===== config.mk =====
export PLATFORM = sky130hd
export DESIGN_NAME = hub_port_phy_tuning_regs
export DESIGN_NICKNAME = d
export VERILOG_FILES = /design/src/design/hub_port_phy_tuning_pkg.sv /design/src/design/hub_port_phy_tuning_regs.sv
export SDC_FILE = /design/constraint.sdc
export NUM_CORES = 1
export LEC_CHECK = 0
export BUFFER_PORTS_ARGS = -buffer_cell sky130_fd_sc_hd__buf_2
export CAP_MARGIN = 15
export CORE_MARGIN = 2
export CORE_UTILIZATION = 38
export DETAILED_ROUTE_END_ITERATION = 10
export GPL_ROUTABILITY_DRIVEN = 0
export GPL_TIMING_DRIVEN = 0
export PLACE_DENSITY_LB_ADDON = 0.15
export SETUP_SLACK_MARGIN = 0.02
export SYNTH_ARGS = -nofsm -noshare
export SYNTH_HDL_FRONTEND = slang
export SYNTH_SLANG_ARGS = --single-unit

===== constraint.sdc =====
create_clock -name hclk -period 5.14 [get_ports hclk]
set_input_delay 0.514 -clock hclk [delete_from_list [all_inputs] [get_ports hclk]]
set_output_delay 0.514 -clock hclk [all_outputs]
set_load 0.05 [all_outputs]

===== src/design/hub_port_phy_tuning_pkg.sv =====
// Constants for the hub port PHY tuning register bank.
// Assumes an AHB-Lite slave with 32-bit data, one register per word.
package hub_port_phy_tuning_pkg;

  // Register indices; byte address is four times the index.
  localparam logic [16:0] IDX_UP_LINK = 17'h061c0;
  localparam logic [16:0] IDX_P2_LINK = 17'h069c0;
  localparam logic [16:0] IDX_P3_BOOST = 17'h06cca;
  localparam logic [16:0] IDX_P3_SQ = 17'h06ccc;
  localparam logic [16:0] IDX_P3_LINK = 17'h06dc0;
  localparam logic [16:0] IDX_P4_BOOST = 17'h070ca;
  localparam logic [16:0] IDX_P4_SQ = 17'h070cc;
  localparam logic [16:0] IDX_P4_LINK = 17'h071c0;

  // One-hot select positions produced by the address decoder.
  localparam int SEL_UP = 0;
  localparam int SEL_P2 = 1;
  localparam int SEL_P3L = 2;
  localparam int SEL_P4L = 3;
  localparam int SEL_P3B = 4;
  localparam int SEL_P4B = 5;
  localparam int SEL_P3Q = 6;
  localparam int SEL_P4Q = 7;

  // Field positions of the status byte.
  localparam int STATE_LSB = 4;
  localparam int RSVD_BIT = 3;

  // Values after reset.
  localparam logic [7:0] BOOST_RST = 8'h00;
  localparam logic [2:0] SQ_RST = 3'h0;

  // Drive current codes and their trims in percent.
  localparam logic [2:0] DRV_NOM = 3'h0;
  localparam logic [2:0] DRV_DN5 = 3'h1;
  localparam logic [2:0] DRV_UP10 = 3'h2;
  localparam logic [2:0] DRV_UP20 = 3'h4;
  localparam logic [2:0] DRV_UP30 = 3'h6;
  localparam logic [2:0] DRV_UP25 = 3'h7;
  localparam logic signed [5:0] PCT_NOM = 6'sh00;
  localparam logic signed [5:0] PCT_DN5 = -6'sh05;
  localparam logic signed [5:0] PCT_UP10 = 6'sh0a;
  localparam logic signed [5:0] PCT_UP20 = 6'sh14;
  localparam logic signed [5:0] PCT_UP30 = 6'sh1e;
  localparam logic signed [5:0] PCT_UP25 = 6'sh19;

  // Squelch codes and trip offsets in 12.5 mV steps.
  localparam logic [2:0] SQ_NOM = 3'h0;
  localparam logic [2:0] SQ_DN1 = 3'h1;
  localparam logic [2:0] SQ_DN2 = 3'h2;
  localparam logic [2:0] SQ_DN4 = 3'h4;
  localparam logic signed [3:0] STEP_NOM = 4'sh0;
  localparam logic signed [3:0] STEP_DN1 = -4'sh1;
  localparam logic signed [3:0] STEP_DN2 = -4'sh2;
  localparam logic signed [3:0] STEP_DN4 = -4'sh4;

  // Bus phase of the slave.
  typedef enum logic [1:0] {
    PH_IDLE = 2'b01,
    PH_WRITE = 2'b10
  } bus_phase_t;

endpackage


===== src/design/hub_port_phy_tuning_regs.sv =====
// Per-port link status and HS PHY tuning registers behind AHB-Lite.
// Assumes a single AHB-Lite master, word transfers, link state inputs
// synchronous to hclk.
//
// Design decision made here: the AHB-Lite register port.
`timescale 1ns/1ps
module hub_port_phy_tuning_regs (
  input wire logic hclk, // Bus clock.
  input wire logic hresetn, // Async reset, active low.
  input wire logic hsel, // Slave select.
  input wire logic [31:0] haddr, // Byte address.
  input wire logic [1:0] htrans, // Transfer type.
  input wire logic hwrite, // Write when high.
  input wire logic [2:0] hsize, // Transfer size.
  input wire logic [31:0] hwdata, // Write data.
  input wire logic hready, // Bus ready.
  output logic hreadyout, // Slave ready.
  output logic hresp, // Always OKAY.
  output logic [31:0] hrdata, // Read data.
  input wire logic [3:0] up_link_state, // Upstream link state.
  input wire logic [2:0] up_link_sub_state, // Upstream sub-state.
  input wire logic [3:0] p2_link_state, // Port 2 link state.
  input wire logic [2:0] p2_link_sub_state, // Port 2 sub-state.
  input wire logic [3:0] p3_link_state, // Port 3 link state.
  input wire logic [2:0] p3_link_sub_state, // Port 3 sub-state.
  input wire logic [3:0] p4_link_state, // Port 4 link state.
  input wire logic [2:0] p4_link_sub_state, // Port 4 sub-state.
  output logic [2:0] port3_hs_drive_current_code, // To PHY.
  output logic [2:0] port4_hs_drive_current_code, // To PHY.
  output logic [2:0] port3_squelch_trip_code, // To PHY.
  output logic [2:0] port4_squelch_trip_code, // To PHY.
  output logic signed [5:0] port3_drive_pct, // Current trim.
  output logic signed [5:0] port4_drive_pct, // Current trim.
  output logic signed [3:0] port3_squelch_steps, // Trip offset.
  output logic signed [3:0] port4_squelch_steps // Trip offset.
);
  import hub_port_phy_tuning_pkg::*;

  // Decodes a byte address into a one-hot register select.
  function automatic logic [7:0] sel_of(input logic [31:0] a);
    logic [16:0] idx;
    logic hit;
    idx = a[18:2];
    hit = (a[31:19] == 13'h0000) && (a[1:0] == 2'b00);
    sel_of = 8'h00;
    if (hit) begin
      sel_of[SEL_UP] = (idx == IDX_UP_LINK);
      sel_of[SEL_P2] = (idx == IDX_P2_LINK);
      sel_of[SEL_P3L] = (idx == IDX_P3_LINK);
      sel_of[SEL_P4L] = (idx == IDX_P4_LINK);
      sel_of[SEL_P3B] = (idx == IDX_P3_BOOST);
      sel_of[SEL_P4B] = (idx == IDX_P4_BOOST);
      sel_of[SEL_P3Q] = (idx == IDX_P3_SQ);
      sel_of[SEL_P4Q] = (idx == IDX_P4_SQ);
    end
  endfunction

  // Maps a drive code to its trim; undefined codes, and codes 6 and 7 on port 3, stay nominal.
  function automatic logic signed [5:0] drive_pct(
    input logic [2:0] c,
    input logic p4
  );
    case (c)
      DRV_NOM: drive_pct = PCT_NOM;
      DRV_DN5: drive_pct = PCT_DN5;
      DRV_UP10: drive_pct = PCT_UP10;
      DRV_UP20: drive_pct = PCT_UP20;
      DRV_UP30: drive_pct = p4 ? PCT_UP30 : PCT_NOM;
      DRV_UP25: drive_pct = p4 ? PCT_UP25 : PCT_NOM;
      default: drive_pct = PCT_NOM;
    endcase
  endfunction

  // Maps a squelch code to its offset; undefined codes stay nominal.
  function automatic logic signed [3:0] sq_steps(input logic [2:0] c);
    case (c)
      SQ_NOM: sq_steps = STEP_NOM;
      SQ_DN1: sq_steps = STEP_DN1;
      SQ_DN2: sq_steps = STEP_DN2;
      SQ_DN4: sq_steps = STEP_DN4;
      default: sq_steps = STEP_NOM;
    endcase
  endfunction

  // Builds a status byte from live link state.
  function automatic logic [7:0] status_byte(
    input logic [3:0] st,
    input logic [2:0] sub
  );
    status_byte = {st, 1'b0, sub};
  endfunction

  bus_phase_t phase_q;
  bus_phase_t phase_d;
  logic [7:0] wsel_q;
  logic [7:0] wsel_d;
  logic [7:0] rdata_q;
  logic [7:0] rdata_d;
  logic addr_ok;
  logic [7:0] asel;
  logic [1:0][7:0] boost_n;
  logic [1:0][2:0] sq_n;
  logic [1:0][5:0] pct_n;
  logic [1:0][3:0] step_n;

  // An address phase is taken when selected, ready and NONSEQ or SEQ.
  assign addr_ok = hsel && hready && htrans[1];
  assign asel = sel_of(haddr);

  // Zero-wait slave that always answers OKAY.
  assign hreadyout = 1'b1;
  assign hresp = 1'b0;
  assign hrdata = {24'h000000, rdata_q};

  // Phase tracking and write select capture.
  always_comb begin
    phase_d = PH_IDLE;
    wsel_d = 8'h00;
    case (phase_q)
      PH_IDLE, PH_WRITE: begin
        if (addr_ok && hwrite) begin
          phase_d = PH_WRITE;
          wsel_d = asel;
        end
      end
      default: begin
        phase_d = PH_IDLE;
      end
    endcase
  end

  always_ff @(posedge hclk or negedge hresetn) begin
    if (!hresetn) begin
      phase_q <= PH_IDLE;
      wsel_q <= 8'h00;
    end else begin
      phase_q <= phase_d;
      wsel_q <= wsel_d;
    end
  end

  // Per-port tuning storage for ports 3 (index 0) and 4 (index 1).
  for (genvar i = 0; i < 2; i++) begin : g_port
    logic [7:0] boost_q;
    logic [7:0] boost_d;
    logic [2:0] sq_q;
    logic [2:0] sq_d;
    logic signed [5:0] pct_q;
    logic signed [5:0] pct_d;
    logic signed [3:0] step_q;
    logic signed [3:0] step_d;

    // Data-phase writes land here; each port has its own select.
    always_comb begin
      boost_d = boost_q;
      sq_d = sq_q;
      if (phase_q == PH_WRITE && wsel_q[SEL_P3B + i]) begin
        boost_d = hwdata[7:0];
      end
      if (phase_q == PH_WRITE && wsel_q[SEL_P3Q + i]) begin
        sq_d = hwdata[2:0];
      end
      pct_d = drive_pct(boost_d[2:0], i == 1);
      step_d = sq_steps(sq_d);
    end

    always_ff @(posedge hclk or negedge hresetn) begin
      if (!hresetn) begin
        boost_q <= BOOST_RST;
        sq_q <= SQ_RST;
        pct_q <= PCT_NOM;
        step_q <= STEP_NOM;
      end else begin
        boost_q <= boost_d;
        sq_q <= sq_d;
        pct_q <= pct_d;
        step_q <= step_d;
      end
    end

    assign boost_n[i] = boost_d;
    assign sq_n[i] = sq_d;
    assign pct_n[i] = pct_q;
    assign step_n[i] = step_q;
  end

  // Codes driven to the analog PHY.
  assign port3_hs_drive_current_code = g_port[0].boost_q[2:0];
  assign port4_hs_drive_current_code = g_port[1].boost_q[2:0];
  assign port3_squelch_trip_code = g_port[0].sq_q;
  assign port4_squelch_trip_code = g_port[1].sq_q;
  assign port3_drive_pct = pct_n[0];
  assign port4_drive_pct = pct_n[1];
  assign port3_squelch_steps = step_n[0];
  assign port4_squelch_steps = step_n[1];

  // Read mux sampled at the address phase; tuning bytes use the next
  // value so a read right after a write sees the new data.
  always_comb begin
    rdata_d = 8'h00;
    if (addr_ok && !hwrite) begin
      case (1'b1)
        asel[SEL_UP]: rdata_d = status_byte(up_link_state,
          up_link_sub_state);
        asel[SEL_P2]: rdata_d = status_byte(p2_link_state,
          p2_link_sub_state);
        asel[SEL_P3L]: rdata_d = status_byte(p3_link_state,
          p3_link_sub_state);
        asel[SEL_P4L]: rdata_d = status_byte(p4_link_state,
          p4_link_sub_state);
        asel[SEL_P3B]: rdata_d = boost_n[0];
        asel[SEL_P4B]: rdata_d = boost_n[1];
        asel[SEL_P3Q]: rdata_d = {5'h00, sq_n[0]};
        asel[SEL_P4Q]: rdata_d = {5'h00, sq_n[1]};
        default: rdata_d = 8'h00;
      endcase
    end
  end

  always_ff @(posedge hclk or negedge hresetn) begin
    if (!hresetn) begin
      rdata_q <= 8'h00;
    end else begin
      rdata_q <= rdata_d;
    end
  end

  localparam logic [31:0] A_UP = {13'h0000, IDX_UP_LINK, 2'b00};
  localparam logic [31:0] A_P2 = {13'h0000, IDX_P2_LINK, 2'b00};
  localparam logic [31:0] A_P3B = {13'h0000, IDX_P3_BOOST, 2'b00};
  localparam logic [31:0] A_P4B = {13'h0000, IDX_P4_BOOST, 2'b00};
  localparam logic [31:0] A_P3Q = {13'h0000, IDX_P3_SQ, 2'b00};
  localparam logic [31:0] A_P4Q = {13'h0000, IDX_P4_SQ, 2'b00};
endmodule // hub_port_phy_tuning_regs


Yosys cells after proc, flatten, opt, wreduce, memory -nomap -nowiden
Index checks and enable logic that the tools add are counted. W data, S select, Z words.

Word-level logic and storage cells: 70. Input bits: 102. Output and inout bits: 66. Bits in registers: 60.

Reductions and logical operators: 13. Equality and inequality tests: 24. Mux-type cells: 22.

Operator list (number): $eq A17 B15 Y1 const B (8); $mux W8 (12); $pmux W6 S5 (1); $pmux W4 S3 (2); $eq A3 B3 Y1 const B (6); $pmux W6 S3 (1); $logic_not A13 Y1 (1); $eq A3 B1 Y1 const B (4); $eq A3 B2 Y1 const B (4); $mux W3 (4); $logic_and A1 B1 Y1 (9); $mux W2 (2); $eq A2 B1 Y1 const B (1); $eq A2 B2 Y1 const B (1); $logic_not A2 Y1 (1); $reduce_or A2 Y1 (1); $logic_not A1 Y1 (1).

Logic depth before layout (Yosys ltp)
Depth in word-level cells: 12. Mapped depth: 9. Depth with buffers taken out: 9.

Worst setup path after synthesis
OpenSTA, ideal clock, no wires.

Path kind: register to register. Start: register phase_q[0]. End: register rdata_q[2]. Setup slack: 3136 ps. Setup time: 123 ps. Cell stages (with the launch flop): 9. Data required time: 5017 ps. Buffers on the path: 0. Arrival time: 1881 ps. Period minus slack after synthesis: 2004 ps. Cells stage by stage: dfstp_2 -> inv_1 -> ha_1 -> nand2_1 -> mux2_2 -> a32o_1 -> nand2_1 -> a32o_1 -> a21oi_1.

Elaborated cells between the ends (all ways): 18. Those cells by class: eq/ne (1); mux (13); reduce/logical (4).

RTL lines: start: declaration (line hub_port_phy_tuning_regs.sv:93) `bus_phase_t phase_q;`; start signal: assignment (line hub_port_phy_tuning_regs.sv:137) `phase_q <= phase_d;`; $eq A2 B2 Y1 (line hub_port_phy_tuning_regs.sv:157) `if (phase_q == PH_WRITE && wsel_q[SEL_P3B + i]) begin`; $logic_and A1 B1 Y1 (line hub_port_phy_tuning_regs.sv:157); $mux W8 (line hub_port_phy_tuning_regs.sv:157); via g_port[0].boost_d[2] (line hub_port_phy_tuning_regs.sv:145) `logic [7:0] boost_d;`; $mux W8 (5 in a row) (line hub_port_phy_tuning_regs.sv:202) `case (1'b1)`; $mux W8 (line hub_port_phy_tuning_regs.sv:201) `if (addr_ok && !hwrite) begin`; via rdata_d[2] (line hub_port_phy_tuning_regs.sv:98) `logic [7:0] rdata_d;`; end signal: assignment (line hub_port_phy_tuning_regs.sv:224) `rdata_q <= rdata_d;`; end: declaration (line hub_port_phy_tuning_regs.sv:97) `logic [7:0] rdata_q;`.

The timed path passes the listed nets, and every way through them passes these cells.

Worst setup path after layout
Start: register phase_q[0]. End: register rdata_q[2].

Elaborated cells between the ends (all ways): 18. Those cells by class: eq/ne (1); mux (13); reduce/logical (4).

RTL lines (line): $eq A2 B2 Y1 (hub_port_phy_tuning_regs.sv:157); $logic_and A1 B1 Y1 (hub_port_phy_tuning_regs.sv:157); $mux W8 (hub_port_phy_tuning_regs.sv:157); via g_port[1].boost_d[2] (hub_port_phy_tuning_regs.sv:145); $mux W8 (6 in a row) (hub_port_phy_tuning_regs.sv:202); $mux W8 (hub_port_phy_tuning_regs.sv:201); via rdata_d[2] (hub_port_phy_tuning_regs.sv:98).

The timed path passes the listed nets, and every way through them passes these cells.

==> reports/qor.txt <==
routing usage on met2 - 0.292
final instance area - 3840 um2
crit path max fanout - 8
ys async rst share - 1.00
HPWL Detailed - 5.80 mm
Max-Slew Margin vs Limit - 0.528
grt met1 use - 0.218
Top cell by count, worst path - inv_1
grt ovf - 0
Nets - 537
Clock Tree Buf Depth - 2
endpoints failing setup - 0
number of setup buffers added after CTS - 0
Pwr Density - 240 nW/um2
CTS tree - done
# diodes - 0
area of the multi-input gates - 1360 um2
number of global-route vias before repair - 2,399
CTS H-tree depth - 2
CP Capture Type - flip-flop
Yosys cell types - 52
worst endpoint required time - 5320 ps
clock skew - 8.15 ps
P_leak - 2.00 nW
Arr. time, crit path - 2500 ps
Slew Viols, Final - 0
worst slew pin tran - 698 ps
Final Critical Period - 2320 ps
Port Buffers - 113
Sink Count - 52
largest net degree at the start of global routing - 53
die area - 8460 um2
gr usage total - 0.169
CP max-delay cell - dfstp_2
top post-synthesis cells by area - dfrtp_1 43%, buf_4 9.2%, mux2_2 5.0%
initial antenna violation count - 0
Period Utilization, post-route - 0.451
clk_lat worst skew - 300 ps
Post-Synthesis Cell Area - 2940 um2
Remaining DRCs - 0
peak supply drop - 0.112 mV
placed cells - 528
Vias - 2,457
Starting DRT DRC Count - 88
global-route wire length before repair - 11.4 mm
startpoint type of the worst setup path - flip-flop
Non-Filler Instances - 535
Post-Place Cell Area - 3720 um2
Post-synth EDFFs - 0
Tot Pwr - 0.920 mW
Initial Utilization - 0.387
Yosys reg bits - 52
Reg area - 1300 um2
post-synth top area cell - dfrtp_1
Rows - 32
run status - completed
drt pass-1 iters - 4
Layout area overhead - 30.7%
final hold violations - 0
drt total wl - 7.08 mm
max incr delay on CP - 520 ps
Syn. warnings - 0
fillers - 771
Setup CP Type - reg2reg
die height - 92.0 um
layout cells sized above 1 - 0.436
vias per cell - 4.59
M3 GR Usage - 0.0353
RSZ-0062 raised after global routing - no
Worst-path clk slew - 90 ps
die span in x - 92.0 um
post-synthesis sequential area ratio - 0.443
post-synth top area share - 0.434
Syn Inst Count - 289
core area - 7610 um2
grt peak-use layer - met2
Max Clk Rate - 0.431 GHz
DR WL/cell - 13.2 um
syn avg cell area - 10.2 um2
Root Buffer - clkbuf_8
Num CTS Buffers - 5
Worst Hold Class - in2async
Main synth FF type - dfrtp_1
I/O Pins - 168
crit path cell chain - inv_1 > ha_1 > nand2_1 > mux2i_1 > inv_1 > a32oi_1 > a32o_1 > a21oi_1
setup_tns - 0 ps
Resized cells post-CTS - 0
post-route ant nets - 0
max cap viols - 0
CTS hold repair buffers - 0
cells by family after synthesis:
logic type | share of synthesized area
buf+inv | 0.126
flops | 0.443
xor+xnor | 0.0149
simple gates | 0.196
fa+ha+maj | 0.00425
mux | 0.0838
other cells | 0.00255
compound gates | 0.130
layout by cell type (no fill, tap or decap), drive strengths merged, types with 2 or more instances in the layout:
master  Yosys  routed
mux2i      10      10
a21bo       4       4
nor4        7       7
o21ai      14      14
nand3       9       9
a21oi      13      13
buf        38     152
and3b       2       2
or2         2       2
nor2       18      18
nand2b      9       9
clkbuf      4       9
o22ai       3       3
o21a        2       2
a22o        4       4
nand2      22      22
nor4b       2       2
mux2       13      13
a32oi       6       6
nor3        9       9
a32o        3       3
nor2b       2       2
nand4       2       2
conb        2      26
inv        18      18
xor2        2       2
xnor2       3       3
and3        2       2
dfrtp      51      51
worst max-delay path: cells and delay by family, from the launching register on:
family / cells / cell delay (ps)
AO/OA/AOI/OAI: 3 / 550
flip-flops: 1 / 520
multiplexers: 1 / 410
AND/OR/NAND/NOR: 1 / 330
adder cells (fa/ha/maj): 1 / 240
buffers and inverters: 2 / 180
final timing paths:
path | slack (ps) | endpoint | from | cells after the start
setup / recovery | 2820 | rdata_q[2] | phase_q[0] | 8
hold reg to reg | 500 | g_port[0].boost_q[3] | g_port[0].boost_q[3] | 2
hold / removal | 160 | port3_drive_pct[0] | hresetn | 1
max in group asynchronous | 4370 | phase_q[0] | hresetn | 2
min in group hclk | 460 | g_port[0].boost_q[3] | hwdata[3] | 3
setup reg to reg | 2820 | rdata_q[2] | phase_q[0] | 8
per-layer routing:
metal,vias to the layer above,part of all wire
met5,-,0
met4,0,0.0089
met2,86,0.51
li1,1233,-
met3,8,0.063
met1,1130,0.42
sequential cells by signal (all words and copies together), names as in the netlist:
signal,flops
port3_squelch_steps,3
port3_drive_pct,4
g_port.boost_q,16
port4_squelch_steps,3
rdata_q,8
phase_q,2
port3_squelch_trip_code,3
port4_squelch_trip_code,3
wsel_q,4
port4_drive_pct,6
area by class of cell:
class,instances,area share
Multi-Input combinational cell,201,0.354
Sequential cell,52,0.339
Timing Repair Buffer,114,0.152
Buffer,42,0.0785
Tap cell,102,0.0332
Clock buffer,5,0.0179
Inverter,18,0.0176
Clock inverter,1,0.00782
synth_stat cells, types with 3 or more instances:
| master | number |
|---|---|
| a21bo_1 | 4 |
| nor3_1 | 8 |
| nand2b_1 | 9 |
| o22ai_1 | 3 |
| nor2_1 | 17 |
| a32oi_1 | 6 |
| mux2i_1 | 10 |
| nor4_4 | 4 |
| inv_1 | 18 |
| a32o_1 | 3 |
| nand2_1 | 21 |
| o21ai_0 | 14 |
| clkbuf_1 | 4 |
| a22o_1 | 4 |
| dfrtp_1 | 51 |
| xnor2_1 | 3 |
| nand3_1 | 9 |
| mux2_2 | 13 |
| buf_4 | 36 |
| a21oi_1 | 13 |
metrics by stage:
step	hold WS (ps)	setup WS, ps	util
6_report	163	2820	0.505
5_1_grt	190	2610	0.505
4_1_cts	454	2780	0.502
3_5_place_dp	484	2600	0.489
3_3_place_gp	477	2650	0.489
2_1_floorplan	218	3140	-
where the power goes:
| part | switching, mW | total, mW | internal (mW) |
|---|---|---|---|
| combinational | 0.157 | 0.228 | 0.0705 |
| clock | 0.121 | 0.261 | 0.140 |
| sequential | 0.00578 | 0.432 | 0.426 |
No activity file was read; power rests on OpenSTA's default activity.
